==> src/inc/can_mode_pkg.sv <==
/*
 package for the can mode and interrupt-enable control block.
 assumes a plain register port with 8-bit data in the low bits.
*/
package can_mode_pkg;
   // ==========================================================
   // register map
   localparam logic [7:0] OPERATING_CONFIG_ADDR = 8'h00;
   localparam logic [7:0] IRQ_ENABLE_MASK_ADDR = 8'h04;
   localparam logic [7:0] IRQ_SOURCE_ADDR = 8'h08;
   localparam logic [7:0] MODE_STATE_ADDR = 8'h0C;
   localparam int REG_W = 8;
   // ==========================================================
   // field positions
   localparam int CFG_SLEEP = 4;
   localparam int CFG_FILTER = 3;
   localparam int CFG_SELF_TEST = 2;
   localparam int CFG_LISTEN = 1;
   localparam int CFG_RESET = 0;
   localparam int IRQ_BUS_FAULT = 7;
   localparam int IRQ_ARB_LOSS = 6;
   localparam int IRQ_PASSIVE = 5;
   localparam int IRQ_WAKE = 4;
   localparam int IRQ_OVERRUN = 3;
   localparam int IRQ_WARNING = 2;
   localparam int IRQ_TRANSMIT = 1;
   localparam int IRQ_RECEIVE = 0;
   localparam logic [7:0] CFG_RESERVED_MASK = 8'h1F;
   localparam logic [7:0] CFG_RESET_VALUE = 8'h01;
   localparam logic [7:0] IRQ_RESET_VALUE = 8'h00;
   localparam logic [7:0] IRQ_KEEP_ON_READ = 8'h01;
   // ==========================================================
   // types
   typedef enum logic [2:0] {
      ST_RESET = 3'b001,
      ST_RUN = 3'b010,
      ST_SLEEP = 3'b100
   } mode_state_t;
   typedef struct packed {
      logic bus_fault;
      logic arb_loss;
      logic passive_change;
      logic bus_activity;
      logic overrun_flag;
      logic bus_status;
      logic error_status;
      logic tx_released;
      logic rx_full;
      logic rx_released_empty;
   } core_events_t;
   typedef struct packed {
      logic reset_active;
      logic sleeping;
      logic dual_filter;
      logic self_test;
      logic listen_only;
      logic abort_frame;
   } mode_ctl_t;
endpackage
==> src/hw/can_mode_ctrl.sv <==
/*
 mode register, interrupt-enable register and interrupt source flags
 of a can controller. assumes events come from logic on sys_clk, and
 bus_activity_pin comes straight from the bus receiver pin.
*/
// Functional notes
// - bus fault raises interrupt when enabled
// - arbitration loss raises interrupt when enabled
// - passive state change raises interrupt if enabled
// - wake from sleep raises interrupt when enabled
// - overrun flag rise raises interrupt when enabled
// - bus or error status change interrupt
// - transmit done raises interrupt when enabled
// - receive full level raises interrupt when enabled
// - enable register readable, writable, per-bit gating
// - mode register rw, top three bits zero
// - sleep bit writable only in operating mode
// - sleep only when idle and nothing pending
// - activity or pending interrupt forces wake-up
// - clearing sleep bit wakes the controller
// - filter bit selects single or dual filter
// - self test accepts missing acknowledge
// - listen-only never drives acknowledge
// - listen-only freezes the error counters
// - reset bit aborts frame, enters reset
// - leave reset on one-to-zero transition
// - interrupt output high while any flag set
// - source read clears all but receive flag
`timescale 1ns/1ps
`default_nettype none
module can_mode_ctrl
   import can_mode_pkg::*;
(
   input wire logic sys_clk,
   input wire logic reset,
   input wire logic clk_en,
   input wire logic [7:0] reg_addr,
   input wire logic [7:0] reg_wdata,
   input wire logic reg_write,
   input wire logic reg_read,
   output logic [7:0] reg_rdata,
   input wire core_events_t events,
   input wire logic bus_activity_pin,
   input wire logic ack_received,
   input wire logic rx_frame_ok,
   output logic tx_success,
   output logic ack_drive,
   output logic error_count_freeze,
   output mode_ctl_t mode_ctl,
   output logic irq
);
   // ==========================================================
   // register state
   logic [7:0] operating_config;
   logic [7:0] irq_enable_mask;
   logic [7:0] irq_source;
   logic [7:0] prev_levels;
   mode_state_t state;
   mode_state_t next_state;
   logic act_meta;
   logic act_sync;
   logic act_prev;

   // ==========================================================
   // decode
   function automatic logic hit(input logic [7:0] a, input logic [7:0] b);
      return a == b;
   endfunction
   wire wr_cfg = clk_en && reg_write && hit(reg_addr, OPERATING_CONFIG_ADDR);
   wire wr_ier = clk_en && reg_write && hit(reg_addr, IRQ_ENABLE_MASK_ADDR);
   wire rd_src = clk_en && reg_read && hit(reg_addr, IRQ_SOURCE_ADDR);
   wire in_reset = operating_config[CFG_RESET];
   wire pending = |irq_source;
   wire activity_rise = act_sync && !act_prev;
   wire sleep_bit = operating_config[CFG_SLEEP];

   // ==========================================================
   // mode register write
   logic [7:0] next_cfg;
   wire next_sleep = in_reset ? sleep_bit : reg_wdata[CFG_SLEEP];
   assign next_cfg = {3'b000, next_sleep, reg_wdata[3:0]} & CFG_RESERVED_MASK;

   // ==========================================================
   // sleep and mode state
   // enter sleep only idle
   wire can_sleep = sleep_bit && !pending && !act_sync;
   wire wake_cond = !sleep_bit || activity_rise || pending;
   always_comb begin
      next_state = state;
      unique case (state)
         ST_RESET: begin
            if (!in_reset) begin
               next_state = ST_RUN;
            end
         end
         ST_RUN: begin
            if (in_reset) begin
               next_state = ST_RESET;
            end else if (can_sleep) begin
               next_state = ST_SLEEP;
            end
         end
         ST_SLEEP: begin
            if (in_reset) begin
               next_state = ST_RESET;
            end else if (wake_cond) begin
               next_state = ST_RUN;
            end
         end
         default: next_state = ST_RESET;
      endcase
   end
   wire woke = (state == ST_SLEEP) && (next_state == ST_RUN);
   wire sleep_refused = (state == ST_RUN) && (pending || act_sync) && !in_reset
      && wr_cfg && reg_wdata[CFG_SLEEP];
   wire wake_evt = woke || sleep_refused;

   // ==========================================================
   // width check
   if (REG_W != 8) begin : width_check
      $error("register width must be 8");
   end

   // ==========================================================
   // interrupt source flags
   logic [7:0] raw_evt;
   logic [7:0] levels;
   assign levels = {5'b00000, events.overrun_flag, events.bus_status, events.error_status};
   assign raw_evt[IRQ_BUS_FAULT] = events.bus_fault;
   assign raw_evt[IRQ_ARB_LOSS] = events.arb_loss;
   assign raw_evt[IRQ_PASSIVE] = events.passive_change;
   assign raw_evt[IRQ_WAKE] = wake_evt;
   assign raw_evt[IRQ_OVERRUN] = events.overrun_flag && !prev_levels[2];
   assign raw_evt[IRQ_WARNING] = (events.bus_status ^ prev_levels[1])
      || (events.error_status ^ prev_levels[0]);
   assign raw_evt[IRQ_TRANSMIT] = events.tx_released;
   assign raw_evt[IRQ_RECEIVE] = events.rx_full;
   wire [7:0] set_evt = raw_evt & irq_enable_mask;
   wire [7:0] clr_evt = (rd_src ? ~IRQ_KEEP_ON_READ : 8'h00)
      | {7'h00, events.rx_released_empty};
   // set wins over clear
   wire [7:0] next_source = set_evt | (irq_source & ~clr_evt);

   // ==========================================================
   // read mux
   logic [7:0] next_rdata;
   always_comb begin
      next_rdata = 8'h00;
      if (reg_read) begin
         unique case (reg_addr)
            OPERATING_CONFIG_ADDR: next_rdata = operating_config;
            IRQ_ENABLE_MASK_ADDR: next_rdata = irq_enable_mask;
            IRQ_SOURCE_ADDR: next_rdata = irq_source;
            MODE_STATE_ADDR: next_rdata = {5'b00000, state};
            default: next_rdata = 8'h00;
         endcase
      end
   end

   // ==========================================================
   // flops
   always_ff @(posedge sys_clk) begin
      if (reset) begin
         operating_config <= CFG_RESET_VALUE;
         irq_enable_mask <= IRQ_RESET_VALUE;
         irq_source <= 8'h00;
         prev_levels <= 8'h00;
         state <= ST_RESET;
         act_meta <= 1'b0;
         act_sync <= 1'b0;
         act_prev <= 1'b0;
         reg_rdata <= 8'h00;
      end else if (clk_en) begin
         act_meta <= bus_activity_pin;
         act_sync <= act_meta;
         act_prev <= act_sync;
         if (wr_cfg) begin
            operating_config <= next_cfg;
         end
         if (wake_evt) begin
            operating_config[CFG_SLEEP] <= 1'b0;
         end
         if (wr_ier) begin
            irq_enable_mask <= reg_wdata;
         end
         irq_source <= next_source;
         prev_levels <= levels;
         state <= next_state;
         reg_rdata <= next_rdata;
      end
   end

   // ==========================================================
   // outputs
   // interrupt output
   assign irq = |irq_source;
   assign mode_ctl.abort_frame = in_reset;
   assign mode_ctl.reset_active = (state == ST_RESET);
   assign mode_ctl.sleeping = (state == ST_SLEEP);
   assign mode_ctl.dual_filter = !operating_config[CFG_FILTER];
   assign mode_ctl.self_test = operating_config[CFG_SELF_TEST];
   assign mode_ctl.listen_only = operating_config[CFG_LISTEN];
   assign tx_success = ack_received || operating_config[CFG_SELF_TEST];
   assign ack_drive = rx_frame_ok && !operating_config[CFG_LISTEN] && !in_reset;
   assign error_count_freeze = operating_config[CFG_LISTEN];

   // ==========================================================
   // checks
   irq_level_a: assert property (@(posedge sys_clk) disable iff (reset)
      irq == (irq_source != 8'h00)) else $error("irq not tied to flags");
   cfg_reserved_a: assert property (@(posedge sys_clk) disable iff (reset)
      operating_config[7:5] == 3'b000) else $error("reserved mode bits set");
   sleep_gate_a: assert property (@(posedge sys_clk) disable iff (reset)
      clk_en && in_reset && wr_cfg |=> $stable(operating_config[CFG_SLEEP]))
      else $error("sleep written in reset mode");
   bus_fault_a: assert property (@(posedge sys_clk) disable iff (reset)
      clk_en && events.bus_fault && irq_enable_mask[IRQ_BUS_FAULT] |=> irq_source[IRQ_BUS_FAULT])
      else $error("bus fault flag missing");
   arb_off_a: assert property (@(posedge sys_clk) disable iff (reset)
      clk_en && !irq_source[IRQ_ARB_LOSS] && !irq_enable_mask[IRQ_ARB_LOSS]
      |=> !irq_source[IRQ_ARB_LOSS]) else $error("arbitration flag while disabled");
   rx_keep_a: assert property (@(posedge sys_clk) disable iff (reset)
      clk_en && rd_src && irq_source[IRQ_RECEIVE] && !events.rx_released_empty
      |=> irq_source[IRQ_RECEIVE]) else $error("receive flag lost on read");
   read_clear_a: assert property (@(posedge sys_clk) disable iff (reset)
      clk_en && rd_src && !events.arb_loss |=> !irq_source[IRQ_ARB_LOSS])
      else $error("source read did not clear");
   sleep_idle_a: assert property (@(posedge sys_clk) disable iff (reset)
      clk_en && state == ST_RUN && pending |=> state != ST_SLEEP)
      else $error("slept with interrupt pending");
   reset_exit_a: assert property (@(posedge sys_clk) disable iff (reset)
      clk_en && state == ST_RESET && !in_reset |=> state == ST_RUN)
      else $error("reset mode not left");
   listen_ack_a: assert property (@(posedge sys_clk) disable iff (reset)
      operating_config[CFG_LISTEN] |-> !ack_drive) else $error("ack in listen only");

   arb_on_a: assert property (@(posedge sys_clk) disable iff (reset)
      clk_en && events.arb_loss && irq_enable_mask[IRQ_ARB_LOSS]
      |=> irq_source[IRQ_ARB_LOSS])
      else $error("arbitration flag missing");

   passive_on_a: assert property (@(posedge sys_clk) disable iff (reset)
      clk_en && events.passive_change && irq_enable_mask[IRQ_PASSIVE]
      |=> irq_source[IRQ_PASSIVE])
      else $error("passive flag missing");

   wake_on_a: assert property (@(posedge sys_clk) disable iff (reset)
      clk_en && wake_evt && irq_enable_mask[IRQ_WAKE]
      |=> irq_source[IRQ_WAKE])
      else $error("wake flag missing");

   overrun_on_a: assert property (@(posedge sys_clk) disable iff (reset)
      clk_en && events.overrun_flag && !prev_levels[2] && irq_enable_mask[IRQ_OVERRUN]
      |=> irq_source[IRQ_OVERRUN])
      else $error("overrun flag missing");

   warning_on_a: assert property (@(posedge sys_clk) disable iff (reset)
      clk_en && (events.bus_status != prev_levels[1]) && irq_enable_mask[IRQ_WARNING]
      |=> irq_source[IRQ_WARNING])
      else $error("warning flag missing");

   transmit_on_a: assert property (@(posedge sys_clk) disable iff (reset)
      clk_en && events.tx_released && irq_enable_mask[IRQ_TRANSMIT]
      |=> irq_source[IRQ_TRANSMIT])
      else $error("transmit flag missing");

   receive_on_a: assert property (@(posedge sys_clk) disable iff (reset)
      clk_en && events.rx_full && irq_enable_mask[IRQ_RECEIVE]
      |=> irq_source[IRQ_RECEIVE])
      else $error("receive flag missing");

   for (genvar g = 0; g < REG_W; g++) begin : gate_chk
      gate_off_a: assert property (@(posedge sys_clk) disable iff (reset)
         clk_en && !irq_enable_mask[g] && !irq_source[g]
         |=> !irq_source[g])
         else $error("flag set while disabled");
      gate_on_a: assert property (@(posedge sys_clk) disable iff (reset)
         clk_en && set_evt[g]
         |=> irq_source[g])
         else $error("enabled event lost");
   end

   enable_write_a: assert property (@(posedge sys_clk) disable iff (reset)
      wr_ier
      |=> irq_enable_mask == $past(reg_wdata))
      else $error("enable write lost");

   rdata_idle_a: assert property (@(posedge sys_clk) disable iff (reset)
      clk_en && !reg_read
      |=> reg_rdata == 8'h00)
      else $error("read data without read");

   cfg_write_a: assert property (@(posedge sys_clk) disable iff (reset)
      wr_cfg
      |=> operating_config[3:0] == $past(reg_wdata[3:0]))
      else $error("mode write lost");

   sleep_write_a: assert property (@(posedge sys_clk) disable iff (reset)
      wr_cfg && !in_reset && !reg_wdata[CFG_SLEEP]
      |=> !operating_config[CFG_SLEEP])
      else $error("sleep clear lost");

   sleep_activity_a: assert property (@(posedge sys_clk) disable iff (reset)
      clk_en && state == ST_RUN && act_sync
      |=> state != ST_SLEEP)
      else $error("slept with bus activity");

   refuse_wake_a: assert property (@(posedge sys_clk) disable iff (reset)
      clk_en && sleep_refused
      |=> !operating_config[CFG_SLEEP] && state != ST_SLEEP)
      else $error("refused sleep not woken");

   wake_on_clear_a: assert property (@(posedge sys_clk) disable iff (reset)
      clk_en && state == ST_SLEEP && !sleep_bit && !in_reset
      |=> state == ST_RUN)
      else $error("no wake on sleep clear");

   filter_map_a: assert property (@(posedge sys_clk) disable iff (reset)
      operating_config[CFG_FILTER]
      |-> !mode_ctl.dual_filter)
      else $error("filter layout wrong");

   self_test_a: assert property (@(posedge sys_clk) disable iff (reset)
      operating_config[CFG_SELF_TEST]
      |-> tx_success)
      else $error("self test not successful");

   ack_need_a: assert property (@(posedge sys_clk) disable iff (reset)
      !operating_config[CFG_SELF_TEST] && !ack_received
      |-> !tx_success)
      else $error("success without acknowledge");

   freeze_a: assert property (@(posedge sys_clk) disable iff (reset)
      operating_config[CFG_LISTEN]
      |-> error_count_freeze)
      else $error("counters not frozen");

   abort_a: assert property (@(posedge sys_clk) disable iff (reset)
      wr_cfg && reg_wdata[CFG_RESET]
      |=> mode_ctl.abort_frame)
      else $error("frame not aborted");

   reset_enter_a: assert property (@(posedge sys_clk) disable iff (reset)
      clk_en && in_reset && state != ST_RESET
      |=> state == ST_RESET)
      else $error("reset mode not entered");

   source_clear_a: assert property (@(posedge sys_clk) disable iff (reset)
      clk_en && rd_src && !events.bus_fault
      |=> !irq_source[IRQ_BUS_FAULT])
      else $error("bus fault flag kept on read");

   reset_value_a: assert property (@(posedge sys_clk) disable iff (reset)
      $fell(reset)
      |-> operating_config == CFG_RESET_VALUE && irq_enable_mask == IRQ_RESET_VALUE)
      else $error("wrong values after reset");
endmodule
`default_nettype wire

==> config.mk <==
export PLATFORM = sky130hd
export DESIGN_NAME = can_mode_ctrl
export DESIGN_NICKNAME = d
export VERILOG_FILES = /design/src/inc/can_mode_pkg.sv /design/src/hw/can_mode_ctrl.sv
export SDC_FILE = /design/constraint.sdc
export NUM_CORES = 1
export LEC_CHECK = 0
export BUFFER_PORTS_ARGS = -buffer_cell sky130_fd_sc_hd__buf_2
export CAP_MARGIN = 10
export CORE_MARGIN = 5
export CORE_UTILIZATION = 50
export CTS_CLUSTER_SIZE = 10
export DETAILED_ROUTE_END_ITERATION = 12
export PLACE_DENSITY = 0.82
export SLEW_MARGIN = 10
export SYNTH_ARGS = -nofsm -noshare
export SYNTH_HDL_FRONTEND = slang
export SYNTH_SLANG_ARGS = --single-unit
==> constraint.sdc <==
create_clock -name sys_clk -period 2.5 [get_ports sys_clk]
set_input_delay 0.25 -clock sys_clk [delete_from_list [all_inputs] [get_ports sys_clk]]
set_output_delay 0.25 -clock sys_clk [all_outputs]
set_load 0.005 [all_outputs]
**Word-level counts from Yosys, hierarchy flattened**

Index checks and enable logic that the tools add are counted.
Widths: inputs -> output; s select.

- Div/mod/pow operators: 0
- Shift operators: 0
- Mux-type cells: 12
- $add $sub $neg: 0
- Bitwise operators: 7
- Multiply operators: 0
- Magnitude comparators: 0
- Equal/unequal tests: 8
- Reductions and logical operators: 36

Operator list:

| kind | count |
|---|---|
| $pmux 8 s4 | 1 |
| $and 8x8->8 | 2 |
| $eq 8x4->1 const B | 2 |
| $logic_and 1x1->1 | 16 |
| $mux 8 | 2 |
| $mux 3 | 5 |
| $pmux 3 s3 | 1 |
| $eq 8x3->1 const B | 1 |
| $logic_not 1->1 | 8 |
| $logic_not 8->1 | 1 |
| $not 8->8 | 1 |
| $or 8x1->8 | 1 |
| $or 8x8->8 | 1 |
| $reduce_or 8->1 | 1 |
| $eq 3x2->1 const B | 2 |
| $logic_or 1x1->1 | 6 |
| $mux 5 | 1 |
| $reduce_and 2->1 | 2 |
| $eq 3x1->1 const B | 1 |
| $eq 3x3->1 const B | 1 |
| $reduce_and 3->1 | 1 |
| $mux 1 | 2 |
| $ne 2x1->1 const B | 1 |
| $reduce_bool 2->1 | 1 |
| $xor 1x1->1 | 2 |

- Bits in read-only memories: 0
- Memories: 0
- Output and inout port bits: 18
- Bits in writable memories: 0
- Latch bits: 0
- Bits of input ports: 34
- Bits in registers: 38

**Logic depth before layout (Yosys ltp)**

- Depth after elaboration: 12
- Gate-level depth with buffers: 6

**Worst setup path after synthesis**

Ideal clock, no wire load.

- Path type: input -> register
- Start point: input reg_addr[5]
- End point: register irq_source[1]
- Setup time: 128 ps
- Data required time: 2,372 ps
- Path slack: 744 ps
- Stages on the path: 5
- Arrival time: 1,628 ps
- Cell sequence: or4_4 -> nor4b_4 -> nand2_1 -> a32oi_1 -> nor2_1

- Longest elaborated chain between the ends: 7

RTL lines:

| what | RTL line | source |
|---|---|---|
| start, declared | can_mode_ctrl.sv:37 | `input wire logic [7:0] reg_addr,` |
| $eq 8x4->1 | can_mode_ctrl.sv:67 | `return a == b;` |
| $logic_and 1x1->1 | can_mode_ctrl.sv:71 | `wire rd_src = clk_en && reg_read && hit(reg_addr, IRQ_SOURCE_ADDR);` |
| $mux 8 | can_mode_ctrl.sv:139 | `wire [7:0] clr_evt = (rd_src ? ~IRQ_KEEP_ON_READ : 8'h00)` |
| $or 8x1->8 | can_mode_ctrl.sv:140 | `\| {7'h00, events.rx_released_empty};` |
| $not 8->8 | can_mode_ctrl.sv:142 | `wire [7:0] next_source = set_evt \| (irq_source & ~clr_evt);` |
| $and 8x8->8 | can_mode_ctrl.sv:142 |  |
| $or 8x8->8 | can_mode_ctrl.sv:142 |  |
| end signal, assigned | can_mode_ctrl.sv:186 | `irq_source <= next_source;` |
| end, declared | can_mode_ctrl.sv:56 | `logic [7:0] irq_source;` |

Every way passes these cells.
A chain may end at the register's enable or synchronous reset.

**Final worst setup path**

- Start point: register irq_source[4]
- End point: register state[2]

- Longest elaborated chain between the ends: 7
- Elaborated cells between the ends (all ways): 10

RTL lines:

| what | RTL line | source |
|---|---|---|
| $reduce_or 8->1 (*) | can_mode_ctrl.sv:73 | `wire pending = \|irq_source;` |
| $logic_not 1->1 | can_mode_ctrl.sv:86 | `wire can_sleep = sleep_bit && !pending && !act_sync;` |
| $logic_and 1x1->1 (2 in series) | can_mode_ctrl.sv:86 |  |
| $mux 3 | can_mode_ctrl.sv:99 | `end else if (can_sleep) begin` |
| $mux 3 | can_mode_ctrl.sv:97 | `if (in_reset) begin` |
| $pmux 3 s3 (*) | can_mode_ctrl.sv:90 | `unique case (state)` |
| end signal, assigned | can_mode_ctrl.sv:188 | `state <= next_state;` |
| end, declared | can_mode_ctrl.sv:58 | `mode_state_t state;` |

Every way passes the cells marked *; elsewhere a longest branch is shown, timed or not.

==> impl_metrics.csv <==
group,metric,value,unit
routing,vias_per_cell,5.50,
layout,nFillCells,302,
power_and_ir_drop,clkPwrFrac,0.327,
global_route,grt_pass1_wl,7200,um
yosys,yosys.area_share.simple,0.231,
global_route,antenna_found_initial,0,
worst_hold_path,hold_path_class,"input port to register",
die,coreArea,0.00342,mm2
setup_path,required,2.76,ns
layout,multi_input_area,947,um2
yosys,ys_ff_latch,38,
routing,drt_drc_violations_left,0,
layout,drive_gt1_frac,0.326,
sta,post-route-period-util,0.748,
place,dpl-instance-area,0.00207,mm2
sta,fin_worst_skew,0.0108,ns
setup_path,arrival,2.13,ns
clocking,cts_buffer_depth,2,
sta,maxSlewHeadroom,0.549,
layout,n_antenna_cell,0,
yosys,synthTopCellsByArea,"dfxtp_1 42%, mux2i_1 11%, nor2_1 8.1%",
yosys,synth.area.mux_share,0.143,
setup_path,cpPeakStageDelay,0.53,ns
clocking,numCtsBuffers,5,
sta,fin_tns_setup,0,ns
yosys,avgSynthCellArea,9.61,um2
yosys,synthDistinctLibCells,37,
clocking,cts_root_buf,"clkbuf_4",
yosys,synthesis.area,0.00180,mm2
run,max_cap_violations,0,
clocking,clkSinkCount,38,
global_route,grt_start_max_net_pins,39,
global_route,grt_usage,0.181,
yosys,synth_compound_area_frac,0.143,
yosys,ys_warn_count,0,
routing,drt-initial-drc-count,127,
setup_path,start_kind,"register",
yosys,synth_fa_ha_area_frac,0,
layout,utilization,0.624,
global_route,grt_overflow_total,0,
layout,synthToLayoutAreaGrowth,18.7,%
yosys,synth_top_family_by_area,"simple AND/OR/NAND/NOR gates",
yosys,synth_top_area_frac,0.423,
routing,first_pass_iters,4,
global_route,grt_pass1_vias,1542,
yosys,synthTopCellsByCount,"39 x nor2_1, 38 x dfxtp_1, 19 x mux2i_1",
yosys,ys.flop_type,"dfxtp_1",
routing,ant_nets,0,
yosys,synth_edf_count,0,
sta,finalHoldViolCount,0,
setup_path,r2r-start,"irq_source[4]",
layout,design_area,0.00213,mm2
yosys,synth_xor_xnor_area_share,0.00975,
layout,layout.nets,269,
sta,drv_slew,0,
power_and_ir_drop,p_leak,0.947,nW
setup_path,crit_end,"state[2]",
power_and_ir_drop,ir_drop,0.324,mV
yosys,synthArstFlopShare,0,
clocking,cts_tree,"yes",
die,ios,52,
power_and_ir_drop,power_frac_comb,0.087,
setup_path,r2r_slack,0.63,ns
die,die_height,69.9,um
sta,fmaxAchievable,0.535,GHz
clocking,cts_setup_buffers,0,
place,portBuffers,50,
yosys,ys_seq_area_frac,0.423,
sta,setup_violations,0,
setup_path,crit_slowest_cell,"or4_1",
power_and_ir_drop,swShare,0.249,
routing,vias,1552,
setup_path,startpoint,"irq_source[4]",
place,dpl.hpwl,3020,um
clocking,hold_buffers,0,
setup_path,crit_chain,"nor4_2 > nand2_1 > or4_1 > a221oi_1",
power_and_ir_drop,p_per_area,492,mW/mm2
power_and_ir_drop,switchingPower,0.000261,W
layout,final-seq-area,761,um2
sta,rsz0062_at_grt,"false",
clocking,clkTransAtPathRegs,0.12,ns
setup_path,worst_r2r_endpoint,"state[2]",
routing,avgRoutedWirePerCell,14.5,um
run_status,status,"finished clean",
yosys,synth_nets,221,
yosys,synth_cells,187,
layout,final_cell_count_no_fill,282,
die,rows,21,
sta,finalCriticalPeriod,1.87,ns
setup_path,worst_setup_path_end_kind,"register",
power_and_ir_drop,p_int,0.000787,W
setup_path,cp_max_fo,4,
die,initial_core_util,0.526,
setup_path,reg2reg_depth,4,
clocking,cts_resized,0,
setup_path,crit_type,"register to register",
place,place.gp.congestion,0.828,
sta,worst_pin_slew,0.676,ns
yosys,synth.most_common_cell,"nor2_1",
routing,routed_wl,4080,um
die,die_area,0.00489,mm2
place,place_inst,274,
clocking,htree_levels,2,
yosys,yosysTopAreaCell,"dfxtp_1",
clocking,clk_latency,0.35,ns
power_and_ir_drop,p_seq_frac,0.586,
die,dieWidth,69.9,um
==> area by class of cell <==
| cell class | instances | area share |
|---|---|---|
| tap | 46 | 0.0270 |
| multi-input combinational | 130 | 0.444 |
| clock buffer | 6 | 0.0241 |
| clock inverter | 2 | 0.00587 |
| sequential | 38 | 0.357 |
| inverter | 6 | 0.0106 |
| timing repair buffer | 54 | 0.131 |
==> metal layers <==
layer	global-route usage	vias up	routed length [um]
met5	0	-	0
met1	0.240	730	1850
met2	0.275	42	1890
met3	0.0473	8	268
li1	-	772	-
met4	0.0809	0	68
==> cell usage in the layout (no fill, tap or decap), types with 2 or more instances in the layout <==
| cell type | instances |
|---|---|
| nor4_2 | 4 |
| inv_1 | 6 |
| a221oi_1 | 2 |
| buf_2 | 50 |
| a22oi_1 | 8 |
| nor3b_1 | 2 |
| o21bai_1 | 3 |
| a32oi_1 | 7 |
| buf_4 | 4 |
| mux4_2 | 3 |
| o21ai_0 | 2 |
| nor2b_1 | 2 |
| a21oi_1 | 2 |
| clkbuf_4 | 5 |
| a22o_1 | 3 |
| mux2i_1 | 19 |
| or2_2 | 2 |
| nand2b_1 | 3 |
| or4_4 | 2 |
| nand2_1 | 10 |
| dfxtp_1 | 38 |
| a211oi_1 | 2 |
| nor2_1 | 39 |
| xnor2_1 | 2 |
==> registers in the layout (all words and copies together), names as in the netlist, 3 cells and up <==
register	flops
irq_enable_mask	8
irq_source	8
operating_config	5
prev_levels	3
reg_rdata	8
state	3
==> worst min-delay path by stage <==
stage,cells after the start,startpoint,endpoint,slack [ns]
2_1_floorplan,2,reg_wdata[0],irq_enable_mask[0],0.39
3_3_place_gp,2,act_prev,act_prev,0.46
3_5_place_dp,2,act_prev,act_prev,0.48
4_1_cts,3,reg_wdata[6],irq_enable_mask[6],0.12
5_1_grt,3,reg_wdata[5],irq_enable_mask[5],0.13
6_report,3,reg_wdata[6],irq_enable_mask[6],0.12
==> through the flow <==
step	hold slack (ns)	worst slack (ns)	total power, W
6_report	0.124	0.629	0.00105
5_1_grt	0.134	0.524	0.00110
4_1_cts	0.115	0.630	0.00106
3_5_place_dp	0.480	0.498	0.000720
3_3_place_gp	0.464	0.543	0.000717
2_1_floorplan	0.394	0.744	0.000680
==> power by group through the flow <==
| stage | combinational (W) | clock, W | sequential (W) |
|---|---|---|---|
| after floorplan | 0.0000523 | 0 | 0.000628 |
| after global placement | 0.0000888 | 0 | 0.000628 |
| after detailed placement | 0.0000910 | 0 | 0.000629 |
| after CTS | 0.0000913 | 0.000351 | 0.000615 |
| after global routing | 0.000102 | 0.000380 | 0.000616 |
| final | 0.0000911 | 0.000343 | 0.000615 |
==> cells by family after synthesis <==
group,Yosys count
AO/OA/AOI/OAI,33
XOR/XNOR,2
buffers and inverters,19
flip-flops,38
multiplexers,22
AND/OR/NAND/NOR,73
==> critical path: cells and delay by family, from the launching register on <==
kind | cells | cell delay, ns
AND/OR/NAND/NOR | 3 | 1.13
AO/OA/AOI/OAI | 1 | 0.31
flip-flops | 1 | 0.35
Note: power is estimated with default switching activity, not from simulation.
